<file path="config.mk">
export PLATFORM = sky130hd
export DESIGN_NAME = adc_ctrl
export DESIGN_NICKNAME = d
export VERILOG_FILES = /design/src/include/adc_pkg.sv /design/src/include/chan_if.sv /design/src/logic/adc_ctrl.sv /design/src/logic/chan_decode.sv /design/src/logic/result_format.sv
export SDC_FILE = /design/constraint.sdc
export NUM_CORES = 1
export LEC_CHECK = 0
export ABC_AREA = 0
export BUFFER_PORTS_ARGS = -buffer_cell sky130_fd_sc_hd__buf_2
export CORE_UTILIZATION = 46
export DETAILED_ROUTE_END_ITERATION = 8
export HOLD_SLACK_MARGIN = 0.05
export PLACE_DENSITY = 0.75
export SYNTH_ARGS = -nofsm -noshare
export SYNTH_HDL_FRONTEND = slang
export SYNTH_SLANG_ARGS = --single-unit
</file>
<file path="constraint.sdc">
create_clock -name clk -period 1.71 [get_ports clk]
set_clock_uncertainty 0.05 [all_clocks]
set_input_delay 0.4275 -clock clk [delete_from_list [all_inputs] [get_ports clk]]
set_output_delay 0.4275 -clock clk [all_outputs]
set_load 0.02 [all_outputs]
</file>
<file path="src/include/adc_pkg.sv">
// Shared constants for the converter input-select and result-format logic
package adc_pkg;
  // Register byte offsets on the Avalon-MM bus
  localparam logic [4:0] OFS_INPUT_SELECT = 5'h00;
  localparam logic [4:0] OFS_CTRL = 5'h04;
  localparam logic [4:0] OFS_RESULT_LOW = 5'h08;
  localparam logic [4:0] OFS_RESULT_HIGH = 5'h0C;
  localparam logic [4:0] OFS_IRQ_STATUS = 5'h10;
  localparam logic [4:0] OFS_IRQ_CLEAR = 5'h14;
  localparam logic [4:0] OFS_IRQ_ENABLE = 5'h18;
  localparam logic [4:0] OFS_ACTIVE = 5'h1C;
  // Field positions
  localparam int REF_SEL_LSB = 6;
  localparam int LEFT_ADJUST_BIT = 5;
  localparam int CTRL_START_BIT = 0;
  localparam int IRQ_DONE_BIT = 0;
  localparam int RES_W = 10;
  localparam int SIGN_BIT = 9;
  // Reset values
  localparam logic [7:0] INPUT_SELECT_RST = 8'h00;
  localparam logic [9:0] RESULT_RST = 10'h000;
  localparam logic [0:0] IRQ_ENABLE_RST = 1'h0;
  // Reference select codes
  localparam logic [1:0] REF_EXT_PIN = 2'h0;
  localparam logic [1:0] REF_SUPPLY = 2'h1;
  localparam logic [1:0] REF_RESERVED = 2'h2;
  localparam logic [1:0] REF_INTERNAL = 2'h3;
  // Gain codes towards the analog gain stage
  localparam logic [1:0] GAIN_X1 = 2'h0;
  localparam logic [1:0] GAIN_X10 = 2'h1;
  localparam logic [1:0] GAIN_X200 = 2'h2;
  // Converter source: an input pin, the bandgap or ground
  localparam logic [1:0] SRC_PIN = 2'h0;
  localparam logic [1:0] SRC_BANDGAP = 2'h1;
  localparam logic [1:0] SRC_GROUND = 2'h2;
  // Channel select groups and special codes
  localparam logic [1:0] GRP_SINGLE = 2'h0;
  localparam logic [1:0] GRP_GAIN = 2'h1;
  localparam logic [1:0] GRP_NEG1 = 2'h2;
  localparam logic [2:0] NEG_INPUT_1 = 3'h1;
  localparam logic [2:0] NEG_INPUT_2 = 3'h2;
  localparam logic [2:0] LAST_POS_NEG2 = 3'h5;
  localparam logic [2:0] SUB_BANDGAP = 3'h6;
endpackage

</file>
<file path="src/include/chan_if.sv">
// Channel-select code and its decoded analog routing
`timescale 1ns/1ps
`default_nettype none
interface chan_if;
  logic [4:0] channel_select;
  logic [2:0] pos_input;
  logic [2:0] neg_input;
  logic [1:0] gain;
  logic diff;
  logic [1:0] source;
  modport decoder (
    input channel_select,
    output pos_input, neg_input, gain, diff, source
  );
  modport user (
    output channel_select,
    input pos_input, neg_input, gain, diff, source
  );
endinterface
`default_nettype wire

</file>
<file path="src/logic/adc_ctrl.sv">
// Converter input selection, conversion sequencing and result register
//
// Added by the designer: the placing of the registers and the Avalon-MM slave port.
`timescale 1ns/1ps
`default_nettype none
module adc_ctrl
  import adc_pkg::*;
(
  // Clock and reset
  input wire logic clk,
  input wire logic rst,
  // Avalon-MM slave
  input wire logic [4:0] address,
  input wire logic read,
  input wire logic write,
  input wire logic [31:0] writedata,
  input wire logic [3:0] byteenable,
  output logic [31:0] readdata,
  output logic waitrequest,
  // Interrupt
  output logic irq,
  // Analog front end control
  output logic [1:0] ref_select_out,
  output logic internal_ref_on,
  output logic supply_ref_on,
  output logic [2:0] pos_input,
  output logic [2:0] neg_input,
  output logic [1:0] gain,
  output logic diff_mode,
  output logic [1:0] source,
  output logic conv_start,
  // Quantizer result
  input wire logic sample_valid,
  input wire logic [9:0] sample_code
);
  typedef enum logic [1:0] {ST_IDLE, ST_SETUP, ST_CONVERT} conv_state_t;

  conv_state_t state_reg;
  logic [7:0] input_select_reg;
  logic [4:0] active_channel_reg;
  logic [1:0] active_ref_reg;
  logic [9:0] result_reg;
  logic [9:0] pend_reg;
  logic pend_valid_reg;
  logic lock_reg;
  logic done_status_reg;
  logic [0:0] irq_enable_reg;
  logic [31:0] readdata_reg;
  logic waitrequest_reg;
  logic irq_reg;
  logic conv_start_reg;
  logic [1:0] ref_out_reg;
  logic int_ref_reg;
  logic supply_ref_reg;
  logic [2:0] pos_reg;
  logic [2:0] neg_reg;
  logic [1:0] gain_reg;
  logic diff_reg;
  logic [1:0] source_reg;
  logic [31:0] rd_next;
  logic [9:0] coded;
  logic [7:0] high_byte;
  logic [7:0] low_byte;
  logic access;
  logic wr_acc;
  logic rd_acc;
  logic start_req;
  logic sample_take;

  chan_if ch ();
  assign ch.channel_select = active_channel_reg;

  chan_decode u_decode (
    .ch(ch)
  );

  result_format u_format (
    .raw_code(sample_code),
    .raw_diff(diff_reg),
    .coded(coded),
    .stored(result_reg),
    .left_adjust(input_select_reg[LEFT_ADJUST_BIT]),
    .high_byte(high_byte),
    .low_byte(low_byte)
  );

  // Bus handshake: one wait cycle, then a one-cycle acknowledge
  assign access = (read | write) & waitrequest_reg;
  assign wr_acc = write & ~waitrequest_reg;
  assign rd_acc = read & ~waitrequest_reg;
  assign start_req = wr_acc & byteenable[0] & (address == OFS_CTRL)
                     & writedata[CTRL_START_BIT];
  assign sample_take = (state_reg == ST_CONVERT) & sample_valid;

  // High by default; drops for one cycle per access
  always_ff @(posedge clk) begin
    if (rst) begin
      waitrequest_reg <= 1'b1;
    end else begin
      waitrequest_reg <= ~access;
    end
  end

  // Result bytes are formatted at read time, so an alignment change shows at once
  always_comb begin
    rd_next = 32'h0000_0000;
    case (address)
      OFS_INPUT_SELECT: rd_next[7:0] = input_select_reg;
      OFS_CTRL: rd_next[CTRL_START_BIT] = (state_reg != ST_IDLE);
      OFS_RESULT_LOW: rd_next[7:0] = low_byte;
      OFS_RESULT_HIGH: rd_next[7:0] = high_byte;
      OFS_IRQ_STATUS: rd_next[IRQ_DONE_BIT] = done_status_reg;
      OFS_IRQ_ENABLE: rd_next[IRQ_DONE_BIT] = irq_enable_reg[0];
      OFS_ACTIVE: rd_next[15:0] = {result_reg[SIGN_BIT], lock_reg, diff_reg, gain_reg,
                                   active_ref_reg, source_reg, pos_reg, neg_reg, 1'b0};
      default: rd_next = 32'h0000_0000;
    endcase
  end

  // Captured when the request is first seen; stands until the next read
  always_ff @(posedge clk) begin
    if (rst) begin
      readdata_reg <= 32'h0000_0000;
    end else if (access & read) begin
      readdata_reg <= rd_next;
    end
  end

  // Software-written input selection
  always_ff @(posedge clk) begin
    if (rst) begin
      input_select_reg <= INPUT_SELECT_RST;
    end else if (wr_acc & byteenable[0] & (address == OFS_INPUT_SELECT)) begin
      input_select_reg <= writedata[7:0];
    end
  end

  // Settings in use: track the register while idle, frozen during a conversion
  always_ff @(posedge clk) begin
    if (rst) begin
      active_channel_reg <= INPUT_SELECT_RST[4:0];
      active_ref_reg <= INPUT_SELECT_RST[7:6];
    end else if (state_reg == ST_IDLE) begin
      active_channel_reg <= input_select_reg[4:0];
      active_ref_reg <= input_select_reg[REF_SEL_LSB+1:REF_SEL_LSB];
    end
  end

  // Conversion sequencing; a start request while busy is dropped
  always_ff @(posedge clk) begin
    if (rst) begin
      state_reg <= ST_IDLE;
    end else begin
      case (state_reg)
        ST_IDLE: begin
          if (start_req) begin
            state_reg <= ST_SETUP;
          end
        end
        ST_SETUP: begin
          state_reg <= ST_CONVERT;
        end
        ST_CONVERT: begin
          if (sample_valid) begin
            state_reg <= ST_IDLE;
          end
        end
        default: state_reg <= ST_IDLE;
      endcase
    end
  end

  // Start pulse: exactly one cycle, as setup hands over to converting
  always_ff @(posedge clk) begin
    if (rst) begin
      conv_start_reg <= 1'b0;
    end else begin
      conv_start_reg <= (state_reg == ST_SETUP);
    end
  end

  // Reference switches; the reserved code opens both so nothing is shorted to the pin
  always_ff @(posedge clk) begin
    if (rst) begin
      ref_out_reg <= REF_EXT_PIN;
      int_ref_reg <= 1'b0;
      supply_ref_reg <= 1'b0;
    end else begin
      ref_out_reg <= active_ref_reg;
      int_ref_reg <= (active_ref_reg == REF_INTERNAL);
      supply_ref_reg <= (active_ref_reg == REF_SUPPLY);
    end
  end

  // Input routing; diff_reg also picks the coding of the running conversion
  always_ff @(posedge clk) begin
    if (rst) begin
      pos_reg <= 3'h0;
      neg_reg <= 3'h0;
      gain_reg <= GAIN_X1;
      diff_reg <= 1'b0;
      source_reg <= SRC_PIN;
    end else begin
      pos_reg <= ch.pos_input;
      neg_reg <= ch.neg_input;
      gain_reg <= ch.gain;
      diff_reg <= ch.diff;
      source_reg <= ch.source;
    end
  end

  // Result read lock: low-byte read locks, high-byte read releases
  always_ff @(posedge clk) begin
    if (rst) begin
      lock_reg <= 1'b0;
    end else if (rd_acc & (address == OFS_RESULT_HIGH)) begin
      lock_reg <= 1'b0;
    end else if (rd_acc & (address == OFS_RESULT_LOW)) begin
      lock_reg <= 1'b1;
    end
  end

  // Result register; a result held back by the lock moves in once it is released
  always_ff @(posedge clk) begin
    if (rst) begin
      result_reg <= RESULT_RST;
    end else if (sample_take & ~lock_reg) begin
      result_reg <= coded;
    end else if (~lock_reg & pend_valid_reg) begin
      result_reg <= pend_reg;
    end
  end

  // Newest result that came in while the bytes were locked
  always_ff @(posedge clk) begin
    if (rst) begin
      pend_reg <= RESULT_RST;
      pend_valid_reg <= 1'b0;
    end else if (sample_take & lock_reg) begin
      pend_reg <= coded;
      pend_valid_reg <= 1'b1;
    end else if (~lock_reg) begin
      pend_valid_reg <= 1'b0;
    end
  end

  // Done flag: a new result wins over a clear in the same cycle
  // A result held back by the lock still raises it
  always_ff @(posedge clk) begin
    if (rst) begin
      done_status_reg <= 1'b0;
    end else if (sample_take) begin
      done_status_reg <= 1'b1;
    end else if (wr_acc & byteenable[0] & (address == OFS_IRQ_CLEAR)
                 & writedata[IRQ_DONE_BIT]) begin
      done_status_reg <= 1'b0;
    end
  end

  // Interrupt enable, same layout as the status register
  always_ff @(posedge clk) begin
    if (rst) begin
      irq_enable_reg <= IRQ_ENABLE_RST;
    end else if (wr_acc & byteenable[0] & (address == OFS_IRQ_ENABLE)) begin
      irq_enable_reg <= writedata[IRQ_DONE_BIT +: 1];
    end
  end

  // Level interrupt, one cycle behind the flag and its enable
  always_ff @(posedge clk) begin
    if (rst) begin
      irq_reg <= 1'b0;
    end else begin
      irq_reg <= done_status_reg & irq_enable_reg[0];
    end
  end

  assign readdata = readdata_reg;
  assign waitrequest = waitrequest_reg;
  assign irq = irq_reg;
  assign ref_select_out = ref_out_reg;
  assign internal_ref_on = int_ref_reg;
  assign supply_ref_on = supply_ref_reg;
  assign pos_input = pos_reg;
  assign neg_input = neg_reg;
  assign gain = gain_reg;
  assign diff_mode = diff_reg;
  assign source = source_reg;
  assign conv_start = conv_start_reg;
endmodule // adc_ctrl
`default_nettype wire

</file>
<file path="src/logic/chan_decode.sv">
// Decoder from channel-select code to input pair, gain and source
`timescale 1ns/1ps
`default_nettype none
module chan_decode
  import adc_pkg::*;
(
  // Code in, routing out
  chan_if.decoder ch
);
  logic [4:0] c;
  assign c = ch.channel_select;

  always_comb begin
    ch.pos_input = c[2:0];
    ch.neg_input = 3'h0;
    ch.gain = GAIN_X1;
    ch.diff = 1'b0;
    ch.source = SRC_PIN;
    case (c[4:3])
      GRP_SINGLE: begin
        ch.pos_input = c[2:0];
      end
      GRP_GAIN: begin
        ch.diff = 1'b1;
        ch.pos_input = {1'b0, c[2], c[0]};
        ch.neg_input = {1'b0, c[2], 1'b0};
        ch.gain = c[1] ? GAIN_X200 : GAIN_X10;
      end
      GRP_NEG1: begin
        ch.diff = 1'b1;
        ch.neg_input = NEG_INPUT_1;
      end
      default: begin
        if (c[2:0] <= LAST_POS_NEG2) begin
          ch.diff = 1'b1;
          ch.neg_input = NEG_INPUT_2;
        end else begin
          ch.pos_input = 3'h0;
          ch.source = (c[2:0] == SUB_BANDGAP) ? SRC_BANDGAP : SRC_GROUND;
        end
      end
    endcase
  end
endmodule // chan_decode
`default_nettype wire

</file>
<file path="src/logic/result_format.sv">
// Result coding and byte placement
`timescale 1ns/1ps
`default_nettype none
module result_format
  import adc_pkg::*;
(
  // Raw quantizer code and the mode it was taken in
  input wire logic [9:0] raw_code,
  input wire logic raw_diff,
  output logic [9:0] coded,
  // Stored result and live alignment
  input wire logic [9:0] stored,
  input wire logic left_adjust,
  output logic [7:0] high_byte,
  output logic [7:0] low_byte
);
  // Quantizer delivers offset binary; differential results become two's complement
  assign coded = raw_diff ? {~raw_code[SIGN_BIT], raw_code[SIGN_BIT-1:0]}
                          : raw_code;

  always_comb begin
    if (left_adjust) begin
      high_byte = stored[9:2];
      low_byte = {stored[1:0], 6'h00};
    end else begin
      high_byte = {6'h00, stored[9:8]};
      low_byte = stored[7:0];
    end
  end
endmodule // result_format
`default_nettype wire

</file>
# [Word level (Yosys, flattened, before mapping)]
# Cells that the tools add are included.
# W data, S select, Z words.
[word_totals] reg_bits=75 inputBits=56 out_inout_bits=50
[classes] order_cmp=1 eq_ne=17 mux=23 n_bitwise=24 reduce_logical=12
[ops] operator="$mux W10" count=3
[ops] operator="$pmux W7 S4" count=1
[ops] operator="$mux W8" count=3
[ops] operator="$eq A5 B5 Y1 const B" count=4
[ops] operator="$and A1 B1 Y1" count=18
[ops] operator="$eq A5 B4 Y1 const B" count=2
[ops] operator="$mux W2" count=5
[ops] operator="$pmux W3 S3" count=1
[ops] operator="$reduce_or A2 Y1" count=4
[ops] operator="$eq A2 B1 Y1 const B" count=3
[ops] operator="$eq A2 B2 Y1 const B" count=3
[ops] operator="$pmux W1 S6" count=1
[ops] operator="$pmux W2 S3" count=1
[ops] operator="$pmux W3 S2" count=1
[ops] operator="$reduce_bool A2 Y1" count=3
[ops] operator="$eq A5 B3 Y1 const B" count=1
[ops] operator="$logic_not A5 Y1" count=1
[ops] operator="$mux W1" count=5
[ops] operator="$not A1 Y1" count=5
[ops] operator="$reduce_or A5 Y1" count=1
[ops] operator="$logic_not A2 Y1" count=2
[ops] operator="$ne A2 B2 Y1 const B" count=2
[ops] operator="$eq A3 B3 Y1 const B" count=1
[ops] operator="$le A3 B3 Y1 const B" count=1
[ops] operator="5 further kinds" count=5

# [Logic depth before layout (Yosys ltp)]
# Gate-level depths: netlist of the first run.
[logic_depth] ltp_word=7 depth_mapped=6 ltp_nobuf=5

# [Hierarchy]
# From an unflattened synthesis of the first run, not the netlist that was laid out.
[hier_totals] hier_cells=379 area_unflattened_um2=3423.3
[modules_own_cells] mod="adc_ctrl" instances=1 cells_each=326 area_each_um2=3009.1 seq_area_each_um2=1501.4
[modules_own_cells] mod="result_format" instances=1 cells_each=28 area_each_um2=234.0 seq_area_each_um2=0.0
[modules_own_cells] mod="chan_decode" instances=1 cells_each=25 area_each_um2=180.2 seq_area_each_um2=0.0

# [Worst setup path after synthesis of the first run]
# No wires, ideal clock.
[synth_path] path_type="in2reg" from="input address[4]" to="register readdata_reg[0], in the netlist readdata[0]" setup_time_ns=0.086 t_arrival_ns=1.517 t_required_ns=1.574 path_slack_ns=0.058 stages=4 path_buffers=0 cell_sequence="or4b_4 o32ai_1 nor3_1 a211oi_1"
[synth_via] elab_chain_len=2
[synth_lines] item="start: declaration" line_no="adc_ctrl.sv:13" text="input wire logic [4:0] address,"
[synth_lines] item="$eq A5 B5 Y1 (tied with other cells)" line_no="adc_ctrl.sv:107" text="case (address)"
[synth_lines] item="$pmux W1 S6 *" line_no="adc_ctrl.sv:107"
[synth_lines] item="end signal: assignment" line_no="adc_ctrl.sv:125" text="readdata_reg <= rd_next;"
[synth_lines] item="end: declaration" line_no="adc_ctrl.sv:48" text="logic [31:0] readdata_reg;"
# Mark *: on every way between the ends. The rest lies on a longest branch, timed or not.
# A chain may end at the register's enable or synchronous reset.

# [Worst setup path in the final report of the first run]
[layout_path] from="input address[4]" to="register readdata_reg[7], in the netlist readdata[7]"
[layout_via] elab_chain_len=2
[layout_lines] item="$eq A5 B5 Y1 (tied with other cells)" line_no="adc_ctrl.sv:107"
[layout_lines] item="$pmux W7 S4 *" line_no="adc_ctrl.sv:107"
# Marked as above.

==> impl_metrics.env, run 1 <==
export IMPL_outcome="finished, final reports clean"
export IMPL_clkLatencyLatePin_ns=0.35
export IMPL_area_delta_synth_final_pct=21.74
export IMPL_power_frac_clock=0.421
export IMPL_comb_power_share=0.065
export IMPL_maxCapViolCount=0
export IMPL_crit_arrival_ns=1.85
export IMPL_regToRegEndpoint="readdata[4]"
export IMPL_crit_type="in2reg"
export IMPL_fin_ws_ns=0.06180
export IMPL_coreArea_mm2=0.006869
export IMPL_largest_reg_flops=16
export IMPL_syn_area_per_cell_um2=8.856
export IMPL_period_share=0.9639
export IMPL_synthArstFlopShare=0
export IMPL_synth_edf_count=0
export IMPL_setup_tns_final_ns=0
export IMPL_use_met1=0.3302
export IMPL_crit_path_start_kind="input pin"
export IMPL_switching_share=0.2555
export IMPL_clock_fmax_mhz=606.7
export IMPL_hold_ws_ns=0.2460
export IMPL_p_seq_frac=0.514
export IMPL_power_leakage_nw=1.725
export IMPL_hp_class="in2reg"
export IMPL_peakVddDrop_mv=0.5596
export IMPL_met2_usage=0.3600
export IMPL_syn_inst=373
export IMPL_post_place_ws_ns=-0.2743
export IMPL_drt_total_wl_um=8341
export IMPL_end_kind="flip-flop"
export IMPL_final_layout_size_suffix_gt1_frac=0.2674
export IMPL_synth_cell_types=52
export IMPL_clk_root_buffer_cell="clkbuf_8"
export IMPL_hpwl_um=6263
export IMPL_yosysWarnings=0
export IMPL_rrSetupSlack_ns=0.12
export IMPL_hold_buffers=0
export IMPL_top_usage_layer="met2"
export IMPL_startpoint="address[4]"
export IMPL_fin_crit_ns=1.648
export IMPL_cts_buffers_inserted=9
export IMPL_internal_power_w=0.002502
export IMPL_via_per_inst=5.358
export IMPL_drtPass1Iterations=5
export IMPL_htree_levels=3
export IMPL_powerDensity_mw_per_mm2=835.7
export IMPL_synth_ff_type="dfxtp_1"
export IMPL_cts_setup_buffers=0
export IMPL_route_antenna_remaining_nets=0
export IMPL_clock_sinks=74
export IMPL_die_w_um=86.74
export IMPL_grt_ovfl_total=0
export IMPL_hold_path_depth=2
export IMPL_core_rowCount=30
export IMPL_rsz0062_at_grt="false"
export IMPL_netlist_area_mm2=0.003303
export IMPL_ys_seq_area_frac=0.4485
export IMPL_grt_use_met3=0.04857
export IMPL_ys_seq_elements=74
export IMPL_rr_startpoint="input_select_reg[5]"
export IMPL_clkTransAtPathRegs_ns=0.08
export IMPL_clock_path_buffers=2
export IMPL_max_slew_margin_rel=0.6292
export IMPL_cts_tree="yes"
export IMPL_track_usage=0.2353
export IMPL_cp_data_required_time_ns=1.91
export IMPL_place_congestion=0.8639
export IMPL_drc=0
export IMPL_worst_pin_slew_ns=0.5541
export IMPL_diodes=0
export IMPL_start_util=0.4809
export IMPL_p_sw_w=0.0008587
export IMPL_fillers=644
export IMPL_vias=2979
export IMPL_final_cell_mix="dfxtp_1, buf_2, nand2_1"
export IMPL_io_buffers=61
export IMPL_slew_viol_final=0
export IMPL_mostFrequentLayoutCell="dfxtp_1"
export IMPL_hold_viol=0
export IMPL_post_cts_resize_count=0
export IMPL_design_die_area_mm2=0.007524
export IMPL_drt_initial_drc_count=170
export IMPL_postLayoutCoreUtil=0.5854
export IMPL_setup_viol_count_final=0
export IMPL_antenna_found_initial=0
export IMPL_reg2reg_depth=4
export IMPL_grt_pass1_wl_um=13460
export IMPL_endpoint="readdata[7]"
export IMPL_grt_pass1_vias=2719
export IMPL_die_height_um=86.74
export IMPL_nets=516
export IMPL_routedWlPerCell_um=15.00
export IMPL_io_pin_count=106
export IMPL_grt_max_degree=21
export IMPL_worst_path_max_fanout=8
how the worst min path moves through the flow:
| stage | startpoint | to | slack [ns] |
|---|---|---|---|
| after floorplan | active_channel_reg[0] | source[0] | 0.37 |
| after global routing | write | waitrequest | 0.25 |
| after CTS | write | waitrequest | 0.24 |
| after detailed placement | readdata[13] | readdata[13] | 0.39 |
| after global placement | readdata[12] | readdata[12] | 0.39 |
| final | write | waitrequest | 0.25 |
cell type report:
type | instances | area, µm² | share of cell area
Multi-Input combinational cell | 270 | 1642 | 0.4082
Sequential cell | 74 | 1481 | 0.3684
Timing Repair Buffer | 93 | 545.5 | 0.1357
Clock buffer | 9 | 123.9 | 0.03080
Tap cell | 96 | 120.1 | 0.02987
Clock inverter | 7 | 82.58 | 0.02054
Inverter | 7 | 26.28 | 0.006534
through the flow:
stage / cells / cell area, µm² / total power, W
finish: 556 / 4021 / 0.003361
global route: 556 / 4021 / 0.003479
CTS: 556 / 4016 / 0.003378
detailed placement: 540 / 3810 / 0.001985
global placement: 540 / 3810 / 0.001983
floorplan: 389 / 3363 / 0.001911
power by group through the flow:
stage | combinational (W) | clock [W] | sequential (W)
after floorplan | 0.000141 | 0 | 0.00177
after global placement | 0.000215 | 0 | 0.00177
after detailed placement | 0.000216 | 0 | 0.00177
after CTS | 0.000217 | 0.00143 | 0.00173
after global routing | 0.000237 | 0.00151 | 0.00173
final | 0.000219 | 0.00141 | 0.00173
critical path, cell delays in order:
cell and delay (ns):
buf_2 0.15, or4b_4 0.60, nor3_1 0.25, a221oi_1 0.10, a221oi_1 0.32
routing by layer:
layer  wire length (µm)  part of all wire
met5                  0                 0
met1               3959              0.47
met4                118             0.014
met3                513             0.062
met2               3749              0.45
kinds of logic after synthesis:
family	Yosys count	synth area share
and+or+nand+nor	156	0.2523
AOI/OAI and AO/OA	79	0.1659
DFF	74	0.4485
buffers and inverters	45	0.07424
muxes	12	0.03637
adders and majority gates	5	0.01894
other	1	0.001135
xor gates and xnor gates	1	0.002652
synth_stat cells (all sizes together) (6+ instances only):
| master | n | area share |
|---|---|---|
| dfxtp | 74 | 0.45 |
| nand2b | 6 | 0.011 |
| and3 | 17 | 0.032 |
| inv | 7 | 0.0080 |
| nor2 | 19 | 0.022 |
| nor3 | 9 | 0.015 |
| a221oi | 8 | 0.027 |
| nand2 | 55 | 0.063 |
| clkbuf | 13 | 0.015 |
| mux2i | 12 | 0.036 |
| nand3 | 10 | 0.015 |
| and2 | 6 | 0.011 |
| a21oi | 41 | 0.062 |
| buf | 25 | 0.052 |
| o2bb2ai | 9 | 0.024 |
(Power assumes the default switching activity.)
==> run 2: changes to the inputs <==
--- a/config.mk
+++ b/config.mk
@@ -7,6 +7,7 @@
 export LEC_CHECK = 0
 export ABC_AREA = 0
 export BUFFER_PORTS_ARGS = -buffer_cell sky130_fd_sc_hd__buf_2
+export CORE_ASPECT_RATIO = 1.4
 export CORE_UTILIZATION = 46
 export DETAILED_ROUTE_END_ITERATION = 8
 export HOLD_SLACK_MARGIN = 0.05
==> run 2 against run 1 <==
Power rose by 3.7%. Critical path type unchanged. Die area barely moved. Worst setup slack got worse by 0.014 ns. Hold slack improved by 0.014 ns. First-iteration DRC count did not move. Sequential power barely moved. Cell count fell by 0.72%. Cell area rose by 1.0%. Clock power rose by 9%. Clock-buffer cell count rose by 3. Fmax fell by 0.85%. Sequential share of layout area fell by 0.36 points.
==> impl_metrics.env, run 2 (synthesized netlist as in run 1, its figures left out) <==
export IMPL_period_share=0.9721
export IMPL_die_height_um=102.3
export IMPL_track_usage=0.2362
export IMPL_max_slew_margin_rel=0.6235
export IMPL_worst_path_max_fanout=6
export IMPL_start_util=0.4762
export IMPL_clk_root_buffer_cell="clkbuf_8"
export IMPL_via_per_inst=5.324
export IMPL_peakVddDrop_mv=0.6567
export IMPL_htree_levels=3
export IMPL_slew_viol_final=0
export IMPL_grt_ovfl_total=0
export IMPL_worst_pin_slew_ns=0.5600
export IMPL_hold_viol=0
export IMPL_clock_fmax_mhz=601.6
export IMPL_maxCapViolCount=0
export IMPL_path_buf_inv=1
export IMPL_dpl_cell_area_mm2=0.003824
export IMPL_design_die_area_mm2=0.007529
export IMPL_drc=0
export IMPL_cts_tree="yes"
export IMPL_grt_pass1_vias=2858
export IMPL_setup_viol_count_final=0
export IMPL_switching_share=0.2221
export IMPL_route_met3_wl_um=309
export IMPL_crit_family="simple AND/OR/NAND/NOR gates"
export IMPL_io_buffers=61
export IMPL_path_cells="buf_2 -> or4b_1 -> nor4b_1 -> or4_1 -> a32o_1"
export IMPL_drtPass1Iterations=4
export IMPL_internal_power_w=0.002712
export IMPL_crit_slowest_cell="or4b_1"
export IMPL_rsz0062_at_grt="false"
export IMPL_diodes=0
export IMPL_clkLatencyLatePin_ns=0.35
export IMPL_grt_pass1_wl_um=13280
export IMPL_cts_setup_buffers=0
export IMPL_power_frac_clock=0.438
export IMPL_nets=513
export IMPL_grt_max_degree=21
export IMPL_routedWlPerCell_um=14.87
export IMPL_comb_power_share=0.066
export IMPL_final_layout_size_suffix_gt1_frac=0.2582
export IMPL_crit_path_start_kind="input pin"
export IMPL_crit_arrival_ns=1.90
export IMPL_clock_sinks=74
export IMPL_hold_ws_ns=0.2604
export IMPL_power_w=0.003486
export IMPL_crit_type="in2reg"
export IMPL_hp_class="in2reg"
export IMPL_mostFrequentLayoutCell="dfxtp_1"
export IMPL_die_w_um=73.62
export IMPL_area_delta_synth_final_pct=22.95
export IMPL_core_rowCount=36
export IMPL_vias=2939
export IMPL_route_met2_wl_um=4285
export IMPL_clkTransAtPathRegs_ns=0.07
export IMPL_topRoutingLayerUsed="met4"
export IMPL_fin_ws_ns=0.04767
export IMPL_met1Wirelength_um=3348
export IMPL_max_stage_delay_ns=0.65
export IMPL_p_seq_frac=0.496
export IMPL_power_leakage_nw=1.751
export IMPL_io_pin_count=106
export IMPL_place_congestion=0.8608
export IMPL_coreArea_mm2=0.006937
export IMPL_hpwl_um=6174
export IMPL_largest_reg_flops=16
export IMPL_p_sw_w=0.0007744
export IMPL_powerDensity_mw_per_mm2=858.3
export IMPL_fin_crit_ns=1.662
export IMPL_clock_path_buffers=2
export IMPL_post_place_ws_ns=-0.4632
export IMPL_drt_total_wl_um=8207
export IMPL_route_antenna_remaining_nets=0
export IMPL_cts_buffers_inserted=9
export IMPL_setup_tns_final_ns=0
export IMPL_final_cell_mix="dfxtp_1, buf_2, nand2_1"
export IMPL_fillers=611
export IMPL_outcome="finished, final reports clean"
export IMPL_cp_data_required_time_ns=1.95
export IMPL_end_kind="flip-flop"
export IMPL_fin_area_mm2=0.004061
export IMPL_antenna_found_initial=0
export IMPL_drt_initial_drc_count=170
[run 2: cell count changes in the layout (fill, tap and decap cells not counted), moves of 2 or more]
| cell | before | now |
|---|---|---|
| clkinvlp_4 | 2 | 0 |
| inv_6 | 3 | 0 |
| buf_4 | 32 | 26 |
| buf_12 | 0 | 3 |
| clkbuf_8 | 9 | 11 |
[run 2: layout make-up]
cell class | count | area, µm² | share of cell area
sequential | 74 | 1481 | 0.3648
timing repair buffer | 90 | 560.5 | 0.1380
multi-input combinational | 270 | 1645 | 0.4051
clock buffer | 12 | 155.1 | 0.03820
tap | 95 | 118.9 | 0.02927
clock inverter | 4 | 73.82 | 0.01818
inverter | 7 | 26.28 | 0.006469
[run 2: power groups by stage]
stage / Sequential (W) / Clock (W) / Combinational [W]
5_1_grt: 0.00173 / 0.00161 / 0.000250
4_1_cts: 0.00173 / 0.00155 / 0.000229
3_5_place_dp: 0.00177 / 0 / 0.000226
6_report: 0.00173 / 0.00153 / 0.000230
3_3_place_gp: 0.00177 / 0 / 0.000223
2_1_floorplan: 0.00177 / 0 / 0.000141
[run 2: what timing repair did]
item,CTS,global route
hold buffers,0,0
endpoints found under the setup margin,10,0
gates resized for setup,1,0
endpoints found under the hold margin,0,0
[run 2: stage by stage]
| step | cells | util |
|---|---|---|
| global placement | 536 | 0.5512 |
| CTS | 552 | 0.5855 |
| finish | 552 | 0.5855 |
| floorplan | 389 | - |
| global route | 552 | 0.5855 |
| detailed placement | 536 | 0.5512 |
[run 2: routing by layer]
metal  global-route usage  up-vias
met5                    0        -
met4               0.1538        0
met3              0.04832       18
met2               0.4072       90
met1               0.2595     1382
li1                     -     1449
[run 2: path summary, 6_finish.rpt]
kind	from	endpoint	slack, ns	cells after the start
hold reg to reg	readdata[9]	readdata[9]	0.40	2
setup / recovery	address[1]	readdata[2]	0.05	5
setup reg to reg	waitrequest	readdata[2]	0.18	4
hold / removal	write	waitrequest	0.26	2
==> run 3: changes to the inputs <==
--- a/config.mk
+++ b/config.mk
@@ -8,10 +8,11 @@
 export ABC_AREA = 0
 export BUFFER_PORTS_ARGS = -buffer_cell sky130_fd_sc_hd__buf_2
 export CORE_ASPECT_RATIO = 1.4
-export CORE_UTILIZATION = 46
+export CORE_UTILIZATION = 47
+export CTS_BUF_LIST = sky130_fd_sc_hd__clkbuf_4 sky130_fd_sc_hd__clkbuf_8
 export DETAILED_ROUTE_END_ITERATION = 8
 export HOLD_SLACK_MARGIN = 0.05
-export PLACE_DENSITY = 0.75
+export PLACE_DENSITY = 0.77
 export SYNTH_ARGS = -nofsm -noshare
 export SYNTH_HDL_FRONTEND = slang
 export SYNTH_SLANG_ARGS = --single-unit
==> run 3 against run 2 <==
Flip-flop and latch count unchanged. Worst setup slack improved by 0.038 ns. Cell area decreased by 1.6%. Die area decreased by 2.1%. Clock power decreased by 13%. Combinational power decreased by 3%. Via count increased by 1.3%. Core utilization increased by 1.1 points. Sequential share of layout area increased by 0.58 points. Critical path depth unchanged.
==> impl_metrics.env, run 3 (synthesized netlist as in run 1, its figures left out) <==
export IMPL_outcome="finished, final reports clean"
export IMPL_crit_family="simple AND/OR/NAND/NOR gates"
export IMPL_multiInputGateArea_mm2=0.001645
export IMPL_grt_max_degree=23
export IMPL_io_pin_count=106
export IMPL_final_layout_size_suffix_gt1_frac=0.2604
export IMPL_clk_root_buffer_cell="clkbuf_8"
export IMPL_hpwl_um=6158
export IMPL_cts_buffers_inserted=9
export IMPL_clock_fmax_mhz=615.7
export IMPL_place_congestion=0.9280
export IMPL_clock_sinks=74
export IMPL_crit_arrival_ns=1.86
export IMPL_power_w=0.003280
export IMPL_mostFrequentLayoutCell="dfxtp_1"
export IMPL_worst_pin_slew_ns=0.5751
export IMPL_setup_tns_final_ns=0
export IMPL_hold_viol=0
export IMPL_io_buffers=61
export IMPL_fin_crit_ns=1.624
export IMPL_max_stage_delay_ns=0.63
export IMPL_worst_path_max_fanout=8
export IMPL_power_leakage_nw=1.722
export IMPL_powerDensity_mw_per_mm2=820.6
export IMPL_grt_pass1_wl_um=13680
export IMPL_rsz0062_at_grt="false"
export IMPL_max_slew_margin_rel=0.6152
export IMPL_grt_pass1_vias=2848
export IMPL_path_cells="buf_2 -> or4b_1 -> nor4b_1 -> or4_1 -> a32o_1"
export IMPL_peakVddDrop_mv=0.5553
export IMPL_crit_slowest_cell="or4b_1"
export IMPL_htree_levels=3
export IMPL_maxCapViolCount=0
export IMPL_track_usage=0.2446
export IMPL_drtPass1Iterations=4
export IMPL_setup_viol_count_final=0
export IMPL_drc=0
export IMPL_route_antenna_remaining_nets=0
export IMPL_coreArea_mm2=0.006700
export IMPL_crit_path_start_kind="input pin"
export IMPL_drt_initial_drc_count=116
export IMPL_vias=2978
export IMPL_cts_setup_buffers=0
export IMPL_clkLatencyLatePin_ns=0.34
export IMPL_seqCellArea_mm2=0.001481
export IMPL_routedWlPerCell_um=15.25
export IMPL_diodes=0
export IMPL_clkTransAtPathRegs_ns=0.08
export IMPL_period_share=0.9498
export IMPL_drt_total_wl_um=8374
export IMPL_design_die_area_mm2=0.007372
export IMPL_cts_tree="yes"
export IMPL_core_rowCount=35
export IMPL_start_util=0.4930
export IMPL_cp_data_required_time_ns=1.94
export IMPL_grt_ovfl_total=0
export IMPL_largest_reg_flops=16
export IMPL_clock_path_buffers=2
export IMPL_via_per_inst=5.424
export IMPL_slew_viol_final=0
export IMPL_die_height_um=101.2
export IMPL_nets=513
export IMPL_fillers=596
export IMPL_crit_type="in2reg"
export IMPL_fin_ws_ns=0.08592
export IMPL_antenna_found_initial=0
export IMPL_post_place_ws_ns=-0.2812
export IMPL_end_kind="flip-flop"
export IMPL_hold_ws_ns=0.2606
export IMPL_path_buf_inv=1
export IMPL_die_w_um=72.85
export IMPL_area_delta_synth_final_pct=21.02
export IMPL_hp_class="in2reg"
export IMPL_final_cell_mix="dfxtp_1, buf_2, nand2_1"
run 3: cell types whose count changed in the layout (fill, tap and decap cells not counted), sizes merged:
cell / previous run / this run
bufinv: 2 / 1
clkinvlp: 0 / 2
clkbuf: 12 / 11
run 3: repair_timing:
action,in CTS,in global routing
hold endpoints to repair,0,0
hold buffers,0,0
resized for setup,0,1
endpoints found under the setup margin,0,10
run 3: path summary, 6_finish.rpt:
kind                                   start             endpoint  slack (ns)  depth (start not counted)
worst min-delay path            writedata[1]  input_select_reg[1]        0.26                          3
worst min register to register   readdata[9]          readdata[9]        0.40                          2
worst max-delay path              address[1]          readdata[2]        0.09                          5
worst max register to register  state_reg[0]         state_reg[0]        0.11                          3
run 3: layout make-up:
cell class,count,share of cell area
clock buffer,11,0.03474
clock inverter,5,0.01377
inverter,7,0.006573
multi-input combinational,270,0.4116
sequential,74,0.3706
tap,92,0.02879
timing repair buffer,90,0.1340
run 3: worst register-to-register path, delay by kind of cell (launching register included):
| kind | cells | cell delay [ns] |
|---|---|---|
| simple gates | 3 | 1.05 |
| flops | 1 | 0.34 |
run 3: per-stage QoR:
stage / cells / cell area (µm²) / utilization
2_1_floorplan: 389 / 3363 / -
3_3_place_gp: 533 / 3795 / 0.5664
3_5_place_dp: 533 / 3795 / 0.5664
4_1_cts: 549 / 3989 / 0.5953
5_1_grt: 549 / 3998 / 0.5966
6_report: 549 / 3998 / 0.5966
run 3: per-layer routing:
metal  part of all wire  GRT usage  vias to the layer above
li1                   -          -                     1454
met1               0.41     0.2937                     1408
met2               0.51     0.4184                       97
met3              0.045    0.04179                       19
met4              0.035     0.1222                        0
met5                  0          0                        -
run 3: power by group:
| group | internal [W] | total (W) | leakage (nW) | switching (W) |
|---|---|---|---|---|
| Combinational | 0.0000783 | 0.000224 | 1.03 | 0.000145 |
| Sequential | 0.00172 | 0.00173 | 0.596 | 0.00000425 |
| Clock | 0.000702 | 0.00133 | 0.0962 | 0.000627 |
